**src/rtl/fpu_exc_pkg.sv**
```systemverilog
// Constants and types for the numeric exception unit
package fpu_exc_pkg;
  // Status and control word bit positions
  localparam int SUBNORMAL_BIT = 1;
  localparam int DIV_NIL_BIT   = 2;
  localparam int TOO_LARGE_BIT = 3;
  localparam int TINY_BIT      = 4;
  localparam int INEXACT_BIT   = 5;
  localparam int ROUNDUP_BIT   = 9;
  // Exponent bias applied on unmasked overflow or underflow
  localparam logic [14:0] EXP_BIAS = 15'h6000;
  localparam logic [14:0] EXP_MAX  = 15'h7fff;
  // Register byte offsets
  localparam logic [7:0] STATUS_OFS = 8'h00;
  localparam logic [7:0] CONTROL_OFS = 8'h04;
  localparam logic [7:0] OPA_OFS    = 8'h08;
  localparam logic [7:0] OPB_OFS    = 8'h0c;
  localparam logic [7:0] CMD_OFS    = 8'h10;
  localparam logic [7:0] RES_OFS    = 8'h14;
  localparam logic [7:0] RES2_OFS   = 8'h18;
  localparam logic [7:0] INFO_OFS   = 8'h1c;
  // Reset values
  localparam logic [15:0] STATUS_RST  = 16'h0000;
  localparam logic [15:0] CONTROL_RST = 16'h037f;
  // Operation codes
  localparam logic [3:0] OP_LOAD     = 4'h0;
  localparam logic [3:0] OP_ARITH    = 4'h1;
  localparam logic [3:0] OP_DIVIDE   = 4'h2;
  localparam logic [3:0] OP_LOG2MUL  = 4'h3;
  localparam logic [3:0] OP_EXPSPLIT = 4'h4;
  localparam logic [3:0] OP_STORE    = 4'h5;
  localparam logic [3:0] OP_SCALE    = 4'h6;
  localparam logic [3:0] OP_INTSTORE = 4'h7;
  // Operand formats
  localparam logic [1:0] FMT_SINGLE = 2'h0;
  localparam logic [1:0] FMT_DOUBLE = 2'h1;
  localparam logic [1:0] FMT_EXT    = 2'h2;
endpackage

```
**src/rtl/fpu_numeric_exception_unit.sv**
```systemverilog
// Numeric exception unit with AXI4-Lite register access
`timescale 1ns/1ps
// Summary of operation
// - Denormal arithmetic or narrow load raises denormal
// - Denormal flag and mask at bit 1
// - Masked denormal: flag, normalize, continue
// - Unmasked denormal: flag, trap, state unchanged
// - Finite nonzero divided by zero raises it
// - Divide flag and mask at bit 2
// - Masked divide: infinity, xor of signs
// - Log2 and split special masked results
// - Unmasked divide: flag, trap, state unchanged
// - Overflow when rounded result exceeds maximum
// - Integer stores: invalid, never over/underflow
// - Overflow flag and mask at bit 3
// - Masked overflow: rounding-selected default result
// - Unmasked overflow to memory: trap, unchanged
// - Unmasked overflow to register: subtract bias
// - Roundup indicator follows significand rounding direction
// - Scale re-overflow stores signed infinity
// - Tiny nonzero rounded result flags underflow; when masked, only if inexact
// - Underflow flag and mask at bit 4
// - Unmasked underflow to memory: nothing written
// - Unmasked underflow to register: add bias
// - Scale re-underflow stores signed zero
module fpu_numeric_exception_unit
  import fpu_exc_pkg::*;
(
  // Clock and reset
  input  wire logic        aclk,
  input  wire logic        aresetn,
  // AXI4-Lite write address and data
  input  wire logic [7:0]  s_axi_awaddr,
  input  wire logic        s_axi_awvalid,
  output logic             s_axi_awready,
  input  wire logic [31:0] s_axi_wdata,
  input  wire logic [3:0]  s_axi_wstrb,
  input  wire logic        s_axi_wvalid,
  output logic             s_axi_wready,
  // AXI4-Lite write response
  output logic [1:0]       s_axi_bresp,
  output logic             s_axi_bvalid,
  input  wire logic        s_axi_bready,
  // AXI4-Lite read
  input  wire logic [7:0]  s_axi_araddr,
  input  wire logic        s_axi_arvalid,
  output logic             s_axi_arready,
  output logic [31:0]      s_axi_rdata,
  output logic [1:0]       s_axi_rresp,
  output logic             s_axi_rvalid,
  input  wire logic        s_axi_rready,
  // Handler request to the integer core
  output logic             handler_req
);

  // Operand word: sign, 15-bit biased exponent, 16-bit significand.
  // The datapath is a compact model; exponent figures carry the real bias.
  typedef struct packed {
    logic        aw_got;
    logic [7:0]  aw_addr;
    logic        w_got;
    logic [31:0] w_data;
    logic [3:0]  w_strb;
    logic        bvalid;
    logic [1:0]  bresp;
    logic        rvalid;
    logic [31:0] rdata;
    logic [1:0]  rresp;
    logic [15:0] status;
    logic [15:0] control;
    logic [31:0] opa;
    logic [31:0] opb;
    logic [31:0] res;
    logic [31:0] res2;
    logic [1:0]  stack_pointer;
    logic        handler;
    logic        invalid;
  } state_s;

  state_s q, d;

  // Operand field helpers
  function automatic logic is_zero(input logic [31:0] v);
    return v[30:16] == 15'h0000 && v[15:0] == 16'h0000;
  endfunction
  function automatic logic is_denorm(input logic [31:0] v);
    return v[30:16] == 15'h0000 && v[15:0] != 16'h0000;
  endfunction
  function automatic logic is_inf(input logic [31:0] v);
    return v[30:16] == EXP_MAX;
  endfunction
  // Precision control cut: the model truncates, rounding direction comes in the command
  function automatic logic [15:0] prec_cut(input logic [15:0] s, input logic [1:0] pc);
    return (pc == 2'b00) ? {s[15:8], 8'h00} : (pc == 2'b10) ? {s[15:4], 4'h0} : s;
  endfunction

  // Command fields from the write data: op, format, destination, flags
  logic [3:0]  cmd_op;
  logic [1:0]  cmd_fmt;
  logic        cmd_mem;
  logic        cmd_noprec;
  logic [16:0] cmd_exp;
  logic        cmd_rup;
  logic        cmd_inexact;
  logic        cmd_go;
  logic [1:0]  rc;
  logic [14:0] fmt_max;
  logic [14:0] fmt_min;
  logic [16:0] biased;
  logic        ovf;
  logic        unf;
  logic        sgn;
  logic        wr_fire;

  // Next-state logic: bus slave plus exception evaluation
  always_comb begin
    d = q;
    cmd_op = q.w_data[3:0];
    cmd_fmt = q.w_data[5:4];
    cmd_mem = q.w_data[6];
    cmd_noprec = q.w_data[7];
    cmd_rup = q.w_data[8];
    cmd_inexact = q.w_data[9];
    // Unbounded result exponent as signed 17-bit value in the top half
    cmd_exp = {q.w_data[31], q.w_data[31:16]};
    rc = q.control[11:10];
    sgn = q.opa[31] ^ q.opb[31];
    fmt_max = (cmd_fmt == FMT_SINGLE) ? 15'h407e :
              (cmd_fmt == FMT_DOUBLE) ? 15'h43fe : 15'h7ffe;
    fmt_min = (cmd_fmt == FMT_SINGLE) ? 15'h3f81 :
              (cmd_fmt == FMT_DOUBLE) ? 15'h3c01 : 15'h0001;
    ovf = 1'b0;
    unf = 1'b0;
    biased = 17'h00000;
    d.handler = 1'b0;
    d.invalid = 1'b0;
    wr_fire = q.aw_got && q.w_got && !q.bvalid;
    cmd_go = wr_fire && q.aw_addr == CMD_OFS;

    // Address and data taken in either order, response after both
    if (s_axi_awvalid && s_axi_awready) begin
      d.aw_got = 1'b1;
      d.aw_addr = s_axi_awaddr;
    end
    if (s_axi_wvalid && s_axi_wready) begin
      d.w_got = 1'b1;
      d.w_data = s_axi_wdata;
      d.w_strb = s_axi_wstrb;
    end
    if (s_axi_bvalid && s_axi_bready) begin
      d.bvalid = 1'b0;
    end
    if (wr_fire) begin
      d.aw_got = 1'b0;
      d.w_got = 1'b0;
      d.bvalid = 1'b1;
      d.bresp = 2'b00;
      case (q.aw_addr)
        STATUS_OFS: d.status = q.w_data[15:0];
        CONTROL_OFS: d.control = q.w_data[15:0];
        OPA_OFS: d.opa = q.w_data;
        OPB_OFS: d.opb = q.w_data;
        CMD_OFS: ;
        default: d.bresp = 2'b10;
      endcase
    end

    // Exception evaluation on a command write
    if (cmd_go) begin
      d.res = q.opa;
      d.res2 = q.opb;
      case (cmd_op)
        OP_LOAD: begin
          // Extended loads never report denormal
          if (is_denorm(q.opa) && cmd_fmt != FMT_EXT) begin
            d.status[SUBNORMAL_BIT] = 1'b1;
            if (q.control[SUBNORMAL_BIT]) begin
              d.res = {q.opa[31], 15'h0001, q.opa[15:0]};
              d.stack_pointer = q.stack_pointer - 2'd1;
            end else begin
              d.handler = 1'b1;
            end
          end else begin
            d.stack_pointer = q.stack_pointer - 2'd1;
          end
        end
        OP_DIVIDE, OP_LOG2MUL, OP_EXPSPLIT: begin
          if (is_denorm(q.opa) || is_denorm(q.opb)) begin
            d.status[SUBNORMAL_BIT] = 1'b1;
            if (!q.control[SUBNORMAL_BIT]) begin
              d.handler = 1'b1;
            end
          end
          if (!d.handler && is_zero(q.opb) &&
              !is_zero(q.opa) && !is_inf(q.opa)) begin
            d.status[DIV_NIL_BIT] = 1'b1;
            if (!q.control[DIV_NIL_BIT]) begin
              d.handler = 1'b1;
            end else if (cmd_op == OP_DIVIDE) begin
              d.res = {sgn, EXP_MAX, 16'h8000};
            end else if (cmd_op == OP_LOG2MUL) begin
              d.res = {~q.opa[31], EXP_MAX, 16'h8000};
            end else begin
              d.res2 = {1'b1, EXP_MAX, 16'h8000};
              d.res = {q.opa[31], 31'h00000000};
            end
          end
          if (d.handler) begin
            d.res = q.opa;
            d.res2 = q.opb;
          end
        end
        OP_INTSTORE: begin
          // Range failures are invalid, never overflow or underflow
          d.invalid = cmd_exp[16] == 1'b0 && cmd_exp[15:0] > 16'h403e;
          d.status[0] = q.status[0] | d.invalid;
        end
        default: begin
          // Arithmetic denormal operands are checked before any range test
          if (cmd_op == OP_ARITH && (is_denorm(q.opa) || is_denorm(q.opb))) begin
            d.status[SUBNORMAL_BIT] = 1'b1;
            d.handler = !q.control[SUBNORMAL_BIT];
          end
          // Arithmetic result, store and scaling share range checks; a trap skips them
          ovf = !d.handler && !cmd_exp[16] && cmd_exp[15:0] > {1'b0, fmt_max};
          unf = !d.handler && (cmd_exp[16] || cmd_exp[15:0] < {1'b0, fmt_min})
                && q.opa[15:0] != 16'h0000;
          if (ovf) begin
            d.status[TOO_LARGE_BIT] = 1'b1;
            if (q.control[TOO_LARGE_BIT]) begin
              // Nearest and toward-sign give infinity, else max finite
              if (rc == 2'b00 || (rc == 2'b01 && q.opa[31]) ||
                  (rc == 2'b10 && !q.opa[31])) begin
                d.res = {q.opa[31], EXP_MAX, 16'h8000};
              end else begin
                d.res = {q.opa[31], fmt_max, 16'hffff};
              end
            end else if (cmd_mem) begin
              d.handler = 1'b1;
            end else begin
              biased = cmd_exp - {2'b00, EXP_BIAS};
              // Extended rounding when precision is ignored
              d.res = {q.opa[31], biased[14:0], cmd_noprec ? q.opa[15:0] :
                       prec_cut(q.opa[15:0], q.control[9:8])};
              if (cmd_op == OP_SCALE && !biased[16] && biased[15:0] > 16'h7ffe) begin
                d.res = {q.opa[31], EXP_MAX, 16'h8000};
              end
              d.status[ROUNDUP_BIT] = cmd_rup;
              d.handler = 1'b1;
            end
          end else if (unf) begin
            if (q.control[TINY_BIT]) begin
              d.status[TINY_BIT] = q.status[TINY_BIT] | cmd_inexact;
              d.res = {q.opa[31], 15'h0000, q.opa[15:0] >> 1};
            end else if (cmd_mem) begin
              d.status[TINY_BIT] = 1'b1;
              d.status[ROUNDUP_BIT] = 1'b0;
              d.handler = 1'b1;
            end else begin
              d.status[TINY_BIT] = 1'b1;
              biased = cmd_exp + {2'b00, EXP_BIAS};
              d.res = {q.opa[31], biased[14:0], cmd_noprec ? q.opa[15:0] :
                       prec_cut(q.opa[15:0], q.control[9:8])};
              if (cmd_op == OP_SCALE && (biased[16] || biased[15:0] == 16'h0000)) begin
                d.res = {q.opa[31], 31'h00000000};
              end
              d.status[ROUNDUP_BIT] = cmd_rup;
              d.handler = 1'b1;
            end
          end else if (!d.handler) begin
            d.res = {q.opa[31], cmd_exp[14:0], q.opa[15:0]};
          end
          if (d.handler && cmd_mem) begin
            d.res = q.opa; // Memory image and operands left intact
          end
        end
      endcase
      // Error summary bit is sticky and set by every handler request
      d.status[7] = q.status[7] | d.handler;
    end

    // Read channel, answered one cycle after address
    if (s_axi_rvalid && s_axi_rready) begin
      d.rvalid = 1'b0;
    end
    if (s_axi_arvalid && s_axi_arready) begin
      d.rvalid = 1'b1;
      d.rresp = 2'b00;
      case (s_axi_araddr)
        STATUS_OFS: d.rdata = {16'h0000, q.status};
        CONTROL_OFS: d.rdata = {16'h0000, q.control};
        OPA_OFS: d.rdata = q.opa;
        OPB_OFS: d.rdata = q.opb;
        RES_OFS: d.rdata = q.res;
        RES2_OFS: d.rdata = q.res2;
        INFO_OFS: d.rdata = {29'h00000000, q.invalid, q.stack_pointer};
        default: begin
          d.rdata = 32'h00000000;
          d.rresp = 2'b10;
        end
      endcase
    end
  end

  // State register with synchronous reset
  always_ff @(posedge aclk) begin
    if (!aresetn) begin
      q <= '0;
      q.status <= STATUS_RST;
      q.control <= CONTROL_RST;
    end else begin
      q <= d;
    end
  end

  // Outputs from flops; the ready lines are gates or inversions of flop bits
  assign s_axi_awready = !q.aw_got && !q.bvalid;
  assign s_axi_wready  = !q.w_got && !q.bvalid;
  assign s_axi_bvalid  = q.bvalid;
  assign s_axi_bresp   = q.bresp;
  assign s_axi_arready = !q.rvalid;
  assign s_axi_rvalid  = q.rvalid;
  assign s_axi_rdata   = q.rdata;
  assign s_axi_rresp   = q.rresp;
  assign handler_req   = q.handler;

  // Unmasked divide by zero traps one cycle after the command
  property p_divzero_trap;
    @(posedge aclk) disable iff (!aresetn)
    cmd_go && cmd_op == OP_DIVIDE && is_zero(q.opb) && !is_zero(q.opa) && !is_inf(q.opa)
      && !is_denorm(q.opa) && !q.control[DIV_NIL_BIT]
      |=> handler_req && q.status[DIV_NIL_BIT] && q.res == $past(q.opa);
  endproperty
  a_divzero_trap: assert property (p_divzero_trap) else $error("divide trap missing");

  // Masked divide gives infinity with xor sign
  property p_divzero_masked;
    @(posedge aclk) disable iff (!aresetn)
    cmd_go && cmd_op == OP_DIVIDE && is_zero(q.opb) && !is_zero(q.opa) && !is_inf(q.opa)
      && !is_denorm(q.opa) && q.control[DIV_NIL_BIT]
      |=> !handler_req && q.res[30:16] == EXP_MAX && q.res[31] == $past(sgn);
  endproperty
  a_divzero_masked: assert property (p_divzero_masked) else $error("bad masked divide");

  // Extended denormal load never flags
  property p_ext_load;
    @(posedge aclk) disable iff (!aresetn)
    cmd_go && cmd_op == OP_LOAD && cmd_fmt == FMT_EXT && !q.status[SUBNORMAL_BIT]
      |=> !q.status[SUBNORMAL_BIT];
  endproperty
  a_ext_load: assert property (p_ext_load) else $error("extended load flagged");

  // Unmasked denormal keeps stack pointer
  property p_denorm_trap;
    @(posedge aclk) disable iff (!aresetn)
    cmd_go && cmd_op == OP_LOAD && cmd_fmt == FMT_SINGLE && is_denorm(q.opa)
      && !q.control[SUBNORMAL_BIT]
      |=> handler_req && $stable(q.stack_pointer) && q.status[SUBNORMAL_BIT];
  endproperty
  a_denorm_trap: assert property (p_denorm_trap) else $error("denormal trap wrong");

  // Integer store never sets overflow or underflow
  property p_int_store;
    @(posedge aclk) disable iff (!aresetn)
    cmd_go && cmd_op == OP_INTSTORE
      |=> $stable(q.status[TINY_BIT:TOO_LARGE_BIT]) && !handler_req;
  endproperty
  a_int_store: assert property (p_int_store) else $error("integer store over/underflow");

  // Handler request is a single-cycle pulse
  property p_pulse;
    @(posedge aclk) disable iff (!aresetn)
    handler_req |=> !handler_req;
  endproperty
  a_pulse: assert property (p_pulse) else $error("handler request too long");

  // Unmasked overflow to register subtracts the bias
  property p_ovf_bias;
    @(posedge aclk) disable iff (!aresetn)
    cmd_go && ovf && !cmd_mem && !q.control[TOO_LARGE_BIT] && cmd_op != OP_SCALE
      |=> handler_req && q.status[TOO_LARGE_BIT]
          && q.res[30:16] == $past(cmd_exp[14:0]) - EXP_BIAS;
  endproperty
  a_ovf_bias: assert property (p_ovf_bias) else $error("overflow bias");

  // Unmasked memory underflow leaves result image unchanged
  property p_unf_mem;
    @(posedge aclk) disable iff (!aresetn)
    cmd_go && cmd_op == OP_STORE && cmd_mem && unf && !ovf && !q.control[TINY_BIT]
      |=> handler_req && q.res == $past(q.opa) && !q.status[ROUNDUP_BIT];
  endproperty
  a_unf_mem: assert property (p_unf_mem) else $error("memory underflow wrote");

endmodule

```
**config.mk**
```make
export PLATFORM = sky130hd
export DESIGN_NAME = fpu_numeric_exception_unit
export DESIGN_NICKNAME = d
export VERILOG_FILES = /design/src/rtl/fpu_exc_pkg.sv /design/src/rtl/fpu_numeric_exception_unit.sv
export SDC_FILE = /design/constraint.sdc
export NUM_CORES = 1
export LEC_CHECK = 0
export BUFFER_PORTS_ARGS = -buffer_cell sky130_fd_sc_hd__buf_2
export CAP_MARGIN = 20
export CORE_MARGIN = 3
export CORE_UTILIZATION = 60
export CTS_CLUSTER_DIAMETER = 120
export DETAILED_ROUTE_END_ITERATION = 10
export GPL_TIMING_DRIVEN = 0
export HOLD_SLACK_MARGIN = 0.15
export PLACE_DENSITY_LB_ADDON = 0.05
export SETUP_SLACK_MARGIN = 0.5
export SLEW_MARGIN = 0
export SYNTH_ARGS = -nofsm -noshare
export SYNTH_HDL_FRONTEND = slang
export SYNTH_SLANG_ARGS = --single-unit
```
**constraint.sdc**
```tcl
create_clock -name aclk -period 3.5 [get_ports aclk]
set_clock_uncertainty 0.2 [all_clocks]
set_input_delay 1.05 -clock aclk [delete_from_list [all_inputs] [get_ports aclk]]
set_output_delay 1.05 -clock aclk [all_outputs]
set_load 0.02 [all_outputs]
```
==> impl_results.rst, run 1 <==
.. list-table::
   :header-rows: 1

   * - Metric
     - Value
   * - Clock transition at path regs
     - 0.06 ns
   * - Global-route wire length before repair
     - 68.4 mm
   * - Area taken by flip-flops and latches
     - 4850 um^2
   * - Clk pwr share
     - 43.8%
   * - Placed wire-length estimate
     - 32.0 mm
   * - Min-delay src
     - q[155]
   * - Fillcell total
     - 1583
   * - Min-Delay Path Class
     - flip-flop to flip-flop
   * - Comb power frac
     - 12.2%
   * - Die ar.
     - 23100 um^2
   * - Via count normalized by instance count
     - 6.32
   * - First-pass iteration count of the detailed router
     - 8
   * - Utilization after layout
     - 75.2%
   * - Largest net degree at the start of global routing
     - 13
   * - Drt total wl
     - 44.6 mm
   * - Delay of the slowest critical-path stage
     - 0.37 ns
   * - Portion of synthesized cell area occupied by the leading cell type
     - 37.9%
   * - Final setup violation count
     - 0
   * - Number of I/O port buffers
     - 92
   * - FF-to-FF End
     - q[46]
   * - Multi-input gate area
     - 7550 um^2
   * - Worst slew margin relative to its limit
     - 43.7%
   * - Top post-synthesis cells by area
     - sky130_fd_sc_hd__dfxtp_1, sky130_fd_sc_hd__nand2_1, sky130_fd_sc_hd__a21boi_0, sky130_fd_sc_hd__o21ai_0, sky130_fd_sc_hd__nor2_1
   * - Netlist area before placement
     - 12800 um^2
   * - Worst-skew pair later-pin latency
     - 0.54 ns
   * - CTS buffer count
     - 26
   * - Logic depth of the worst register-to-register path
     - 15
   * - Critical path class
     - flip-flop to flip-flop
   * - Cell type of the slowest stage on the worst timing path
     - sky130_fd_sc_hd__dfxtp_4
   * - Cell type contributing the most total cell area after synthesis
     - sky130_fd_sc_hd__dfxtp_1
   * - Lkg Pwr
     - 6.02 nW
   * - Core box area
     - 20600 um^2
   * - Number of warnings reported in the yosys synthesis log
     - 0
   * - Die width
     - 152 um
   * - RePlAce Congestion
     - 1.03
   * - Power density over the cells
     - 423 nW/um^2
   * - Buffer depth of the longest clock path
     - 3
   * - Total non-filler cell area in the finished layout
     - 15500 um^2
   * - Critical path startpoint category
     - flip-flop
   * - Setup crit end kind
     - flip-flop
   * - Area delta synth->final
     - 20.9%
   * - Share of post-route cells with drive strength above 1
     - 21.4%
   * - Avg Synthesized Cell Area
     - 7.74 um^2
   * - Unique cell type count in the Yosys netlist
     - 82
   * - Proportion of total power due to net switching
     - 25.3%
   * - Quantity of hold-fixing buffers added after cts
     - 0
   * - Final routed wire length divided by cell count
     - 21.2 um
   * - Clock tree sinks
     - 242
   * - Reg2reg start
     - cmd_fmt[1]
   * - Arr. time, crit path
     - 3.50 ns
   * - Highest clock frequency the design can meet
     - 303 MHz
   * - Count of unresolved DRC violations after routing
     - 0
   * - Most repeated library cell on the critical path
     - sky130_fd_sc_hd__buf_6
   * - Post-synth top flop
     - sky130_fd_sc_hd__dfxtp_1
   * - Count of final max-slew check failures
     - 0
   * - Net Switching
     - 0.00165 W
   * - # Max-Cap Violations
     - 0
   * - Period utilization
     - 94.4%
   * - Synth async-reset ratio
     - 0%
   * - Starting density of the core
     - 62.1%
   * - Reg-to-reg setup timing slack
     - 0.20 ns
   * - Total Negative Setup Slacks
     - 0 ns
   * - Internal Dissipation
     - 0.00488 W
   * - Antenna violation net count after detailed routing
     - 0
   * - Result of the run
     - finished clean
   * - Required time at the endpoint of the critical path
     - 3.69 ns
   * - Site Rows
     - 52
   * - Worst-margin pin slew
     - 0.831 ns
   * - Count of cells along the worst hold path
     - 2
   * - Final period demand of the worst path
     - 3.30 ns
   * - Worst supply voltage drop on vdd
     - 0.000443 V
   * - Critical path peak fanout
     - 7
   * - Number of DRC markers after the initial detailed-route iteration
     - 1853
   * - Remaining global-route overflow
     - 0
   * - Post-synthesis sequential area ratio
     - 37.9%
   * - Root buf cell
     - sky130_fd_sc_hd__clkbuf_16
   * - Top cell types by occurrence after synthesis
     - sky130_fd_sc_hd__nand2_1, sky130_fd_sc_hd__dfxtp_1, sky130_fd_sc_hd__o21ai_0
   * - Count of nets after finishing
     - 1887
   * - CTS H-tree lvls
     - 1
   * - Endpoints failing hold
     - 0
   * - Cell Area, Placed
     - 13600 um^2
   * - Mapped Cells
     - 1650
   * - Number of flops mapped to enable cells by yosys
     - 0
   * - Synthesis-stage register bit count
     - 242
   * - Sequential group share of total power
     - 44.0%
   * - Destination of the worst hold path
     - q[155]
   * - Antenna violations before repair
     - 1
   * - Number of top-level design ports
     - 101
   * - Via Count
     - 13300
   * - Die extent in y
     - 152 um
   * - Cells along the critical path
     - buf_12 -> clkinvlp_4 -> buf_6 -> ha_2 -> o21ai_0 -> a21oi_1 -> nand2_1 -> or2_4 -> o31ai_4 -> buf_6 -> a211oi_4 -> buf_6 -> a21o_1 -> a32oi_1 -> a21oi_1
   * - Most common cell in the netlist
     - sky130_fd_sc_hd__nand2_1
   * - Vias in the first global route
     - 12000
   * - Unrepaired setup endpoints after global routing
     - true
   * - Overall global routing resource usage
     - 36.6%
   * - Clock tree from TritonCTS
     - yes
## critical path: cells and delay by family (launching register included)
family                   cells  cell delay (ns)
flip-flops                   1             0.37
buffers and inverters        5             0.81
adder cells (fa/ha/maj)      1             0.35
AND/OR/NAND/NOR              2             0.41
AO/OA/AOI/OAI                7             1.02
## logic make-up after synthesis
logic type                 after synthesis  share of synthesized area, %
and+or+nand+nor                        651                          22.6
AOI/OAI and AO/OA                      511                          27.2
DFF                                    242                          37.9
buffers and inverters                  183                          6.88
muxes                                   46                          3.82
adders and majority gates               13                          1.27
xor gates and xnor gates                 3                         0.206
other                                    1                        0.0293
## layer usage
metal,global-route usage (%),vias to the layer above,share of wire [%]
li1,-,6119,-
met1,51.7,6109,41
met2,55.3,895,42
met3,7.68,156,13
met4,13.4,2,4.1
met5,0,-,0.016
## state kept, by name, indices dropped and copies added (netlist names)
name          cells
cmd_mem           1
cmd_inexact       1
cmd_fmt           2
cmd_op            4
s_axi_bresp       1
s_axi_bvalid      1
cmd_noprec        1
q               179
s_axi_rresp       1
cmd_exp          16
handler_req       1
cmd_rup           1
s_axi_rvalid      1
s_axi_rdata      32
## area by class of cell
| class | instances | share of cell area [%] |
|---|---|---|
| Multi-Input combinational cell | 1226 | 48.9 |
| Clock buffer | 39 | 4.86 |
| Tap cell | 270 | 2.19 |
| Inverter | 20 | 0.510 |
| Sequential cell | 242 | 31.4 |
| Antenna cell | 1 | 0.0162 |
| Timing Repair Buffer | 136 | 5.54 |
| Buffer | 163 | 5.81 |
| Clock inverter | 5 | 0.810 |
## worst max-delay path by stage
| stage | start | end | slack, ns |
|---|---|---|---|
| 2_1_floorplan | s_axi_araddr[0] | s_axi_rdata[10] | 0.51 |
| 3_3_place_gp | cmd_fmt[1] | q[59] | -0.49 |
| 3_5_place_dp | cmd_fmt[1] | q[60] | -0.49 |
| 4_1_cts | cmd_fmt[1] | q[60] | 0.29 |
| 5_1_grt | cmd_fmt[1] | q[48] | 0.13 |
| 6_report | cmd_fmt[1] | q[46] | 0.20 |
## through the flow
step / worst slack, ns / power [W] / instances / hold slack, ns
after detailed placement: -0.490 / 0.00358 / 2013 / 0.248
after global routing: 0.132 / 0.00672 / 2101 / 0.282
final: 0.195 / 0.00654 / 2102 / 0.259
after floorplan: 0.506 / 0.00335 / 1651 / 0.223
after CTS: 0.291 / 0.00649 / 2089 / 0.258
after global placement: -0.491 / 0.00357 / 2013 / 0.235
## layout by cell type (no fill, tap or decap), types with 17 or more instances in the layout
cell,Yosys,final
sky130_fd_sc_hd__clkbuf_1,93,76
sky130_fd_sc_hd__a21oi_1,62,57
sky130_fd_sc_hd__dfxtp_1,242,238
sky130_fd_sc_hd__nor2_1,109,97
sky130_fd_sc_hd__and2_1,28,27
sky130_fd_sc_hd__inv_1,20,19
sky130_fd_sc_hd__a21boi_0,124,124
sky130_fd_sc_hd__a21boi_1,19,19
sky130_fd_sc_hd__buf_2,22,119
sky130_fd_sc_hd__nand2_1,385,381
sky130_fd_sc_hd__mux2i_1,24,24
sky130_fd_sc_hd__clkbuf_16,0,27
sky130_fd_sc_hd__nand3_1,25,21
sky130_fd_sc_hd__a22oi_1,22,18
sky130_fd_sc_hd__buf_6,4,17
sky130_fd_sc_hd__nand4_1,20,20
sky130_fd_sc_hd__buf_4,36,65
sky130_fd_sc_hd__o211ai_1,17,17
sky130_fd_sc_hd__mux2_2,22,22
sky130_fd_sc_hd__clkbuf_2,0,21
sky130_fd_sc_hd__o21ai_0,140,127
## power by group through the flow
stage	combinational [W]	clock [W]	sequential (W)
after detailed placement	0.000647	0	0.00293
after floorplan	0.000444	0	0.00291
final	0.000796	0.00286	0.00288
after global routing	0.000855	0.00299	0.00288
after global placement	0.000639	0	0.00293
after CTS	0.000730	0.00289	0.00287
## repair_timing
action | in CTS | in global routing
setup endpoints to repair | 90 | 159
cloned | 2 | 0
pin swaps | 58 | 26
buffers inserted | 30 | 11
resized for setup | 101 | 75
Note: power is estimated with default switching activity, not from simulation.
==> run 2: changes to the inputs <==
==> constraint.sdc (replaced) <==
create_clock -name aclk -period 3.5 [get_ports aclk]
set_clock_uncertainty 0.2 [all_clocks]
set_input_delay 0.175 -clock aclk [delete_from_list [all_inputs] [get_ports aclk]]
set_output_delay 0.175 -clock aclk [all_outputs]
set_load 0.02 [all_outputs]
==> impl_results.rst, run 2 (synthesis results as in run 1) <==
.. list-table::
   :header-rows: 1

   * - Metric
     - Value
   * - Result of the run
     - finished clean
   * - # Max-Cap Violations
     - 0
   * - Number of instances in the placed design
     - 2013
   * - Number of DRC markers after the initial detailed-route iteration
     - 2051
   * - Site Rows
     - 52
   * - Most used cells in the layout excluding fill and tap cells
     - sky130_fd_sc_hd__nand2_1, sky130_fd_sc_hd__dfxtp_1, sky130_fd_sc_hd__o21ai_0
   * - Antenna violations before repair
     - 1
   * - Total Negative Setup Slacks
     - 0 ns
   * - Final setup violation count
     - 0
   * - Root buf cell
     - sky130_fd_sc_hd__clkbuf_16
   * - Antenna violation net count after detailed routing
     - 0
   * - Largest register FFs
     - 179
   * - Clock transition at path regs
     - 0.06 ns
   * - Count of nets after finishing
     - 1932
   * - Power density over the cells
     - 422 nW/um^2
   * - Final period demand of the worst path
     - 3.26 ns
   * - Highest clock frequency the design can meet
     - 307 MHz
   * - Vias in the first global route
     - 12900
   * - Lkg Pwr
     - 6.11 nW
   * - Total non-filler cell area in the finished layout
     - 15900 um^2
   * - Die ar.
     - 23100 um^2
   * - Worst-skew pair later-pin latency
     - 0.55 ns
   * - Clock tree from TritonCTS
     - yes
   * - Arr. time, crit path
     - 3.44 ns
   * - Critical path class
     - flip-flop to flip-flop
   * - Core box area
     - 20600 um^2
   * - Placed wire-length estimate
     - 32.3 mm
   * - Worst-margin pin slew
     - 1.22 ns
   * - Largest reg by FF count
     - q
   * - Multi-input gate area
     - 7490 um^2
   * - Number of I/O port buffers
     - 92
   * - Buffer depth of the longest clock path
     - 3
   * - Area taken by flip-flops and latches
     - 4850 um^2
   * - Largest net degree at the start of global routing
     - 15
   * - Area delta synth->final
     - 24.3%
   * - Drt total wl
     - 47.5 mm
   * - Count of unresolved DRC violations after routing
     - 0
   * - Endpoints failing hold
     - 0
   * - Number of top-level design ports
     - 101
   * - Final routed wire length divided by cell count
     - 22.1 um
   * - Remaining global-route overflow
     - 0
   * - Critical path startpoint category
     - flip-flop
   * - Unrepaired setup endpoints after global routing
     - true
   * - Share of post-route cells with drive strength above 1
     - 19.0%
   * - First-pass iteration count of the detailed router
     - 8
   * - Worst supply voltage drop on vdd
     - 0.000479 V
   * - Sum of internal, switching and leakage power
     - 0.00671 W
   * - Critical path peak fanout
     - 7
   * - Fin Hold WS
     - 0.168 ns
   * - RePlAce Congestion
     - 1.05
   * - Cell Area, Placed
     - 13600 um^2
   * - Overall global routing resource usage
     - 38.8%
   * - Commonest non-fill, non-tap cell in the layout
     - sky130_fd_sc_hd__nand2_1
   * - Die extent in y
     - 152 um
   * - Die width
     - 152 um
   * - Starting density of the core
     - 62.1%
   * - Required time at the endpoint of the critical path
     - 3.68 ns
   * - Via Count
     - 13700
   * - Global-route wire length before repair
     - 72.6 mm
   * - Count of final max-slew check failures
     - 0
   * - Clock tree sinks
     - 242
   * - Via count normalized by instance count
     - 6.40
   * - Fillcell total
     - 1486
   * - Period utilization
     - 93.1%
   * - Count of antenna diodes in the layout
     - 0
   * - Non-filler cells, final
     - 2148
   * - CTS buffer count
     - 25
   * - CTS H-tree lvls
     - 1
   * - Setup crit end kind
     - flip-flop
   * - Worst slew margin relative to its limit
     - 18.9%
   * - Reg-to-reg setup timing slack
     - 0.24 ns
   * - Min-Delay Path Class
     - input pin to flip-flop
## run 2: worst paths after layout
kind                   start              end  cells after the start
max reg2reg       cmd_fmt[1]            q[46]                     14
max               cmd_fmt[1]            q[46]                     14
min          s_axi_araddr[1]  s_axi_rdata[23]                      5
min reg2reg           q[155]           q[155]                      2
## run 2: cell type report
class                   count  share of cell area [%]
repair buffers            182                    8.40
inverters                  20                   0.496
multi-input cells        1226                    47.1
flip-flops and latches    242                    30.6
clock buffers              30                    4.24
plain buffers             163                    5.56
clock inverters            15                    1.47
well taps                 270                    2.13
## run 2: routing by layer
layer | GRT usage [%] | part of all wire, % | vias to the layer above
met3 | 8.62 | 12 | 180
met2 | 59.3 | 43 | 934
met5 | 0 | 0.027 | -
met4 | 16.2 | 4.9 | 2
met1 | 53.2 | 40 | 6434
li1 | - | - | 6187
## run 2: critical path, cell delays in order, from the launching register on
cell and delay, ns:
sky130_fd_sc_hd__dfxtp_4 0.38, sky130_fd_sc_hd__buf_4 0.13, sky130_fd_sc_hd__clkinvlp_4 0.17, sky130_fd_sc_hd__ha_4 0.34
sky130_fd_sc_hd__nor4bb_4 0.30, sky130_fd_sc_hd__buf_4 0.16, sky130_fd_sc_hd__a221oi_4 0.07, sky130_fd_sc_hd__or2_4 0.29
sky130_fd_sc_hd__o31ai_4 0.18, sky130_fd_sc_hd__buf_6 0.16, sky130_fd_sc_hd__a211oi_4 0.04, sky130_fd_sc_hd__buf_6 0.18
sky130_fd_sc_hd__a21o_1 0.17, sky130_fd_sc_hd__a32oi_2 0.22, sky130_fd_sc_hd__a21oi_1 0.08
## run 2: timing repair
| item | in CTS | in global routing |
|---|---|---|
| pin swaps | 29 | 29 |
| endpoints found under the hold margin | 50 | 0 |
| setup buffers | 18 | 5 |
| gates cloned | 0 | 1 |
| endpoints found under the setup margin | 72 | 148 |
| gates resized for setup | 61 | 80 |
| hold buffers | 66 | 0 |
## run 2: per-stage QoR
| step | worst slack [ns] | utilization (%) |
|---|---|---|
| 5_1_grt | 0.163 | 77.3 |
| 4_1_cts | 0.284 | 75.8 |
| 6_report | 0.241 | 77.3 |
| 3_3_place_gp | -0.518 | 66.3 |
| 2_1_floorplan | 0.515 | - |
| 3_5_place_dp | -0.546 | 66.3 |
## run 2: power breakdown
part           switching, W  internal, W
Clock               0.00117      0.00182
Sequential        0.0000695      0.00281
Combinational      0.000508     0.000342
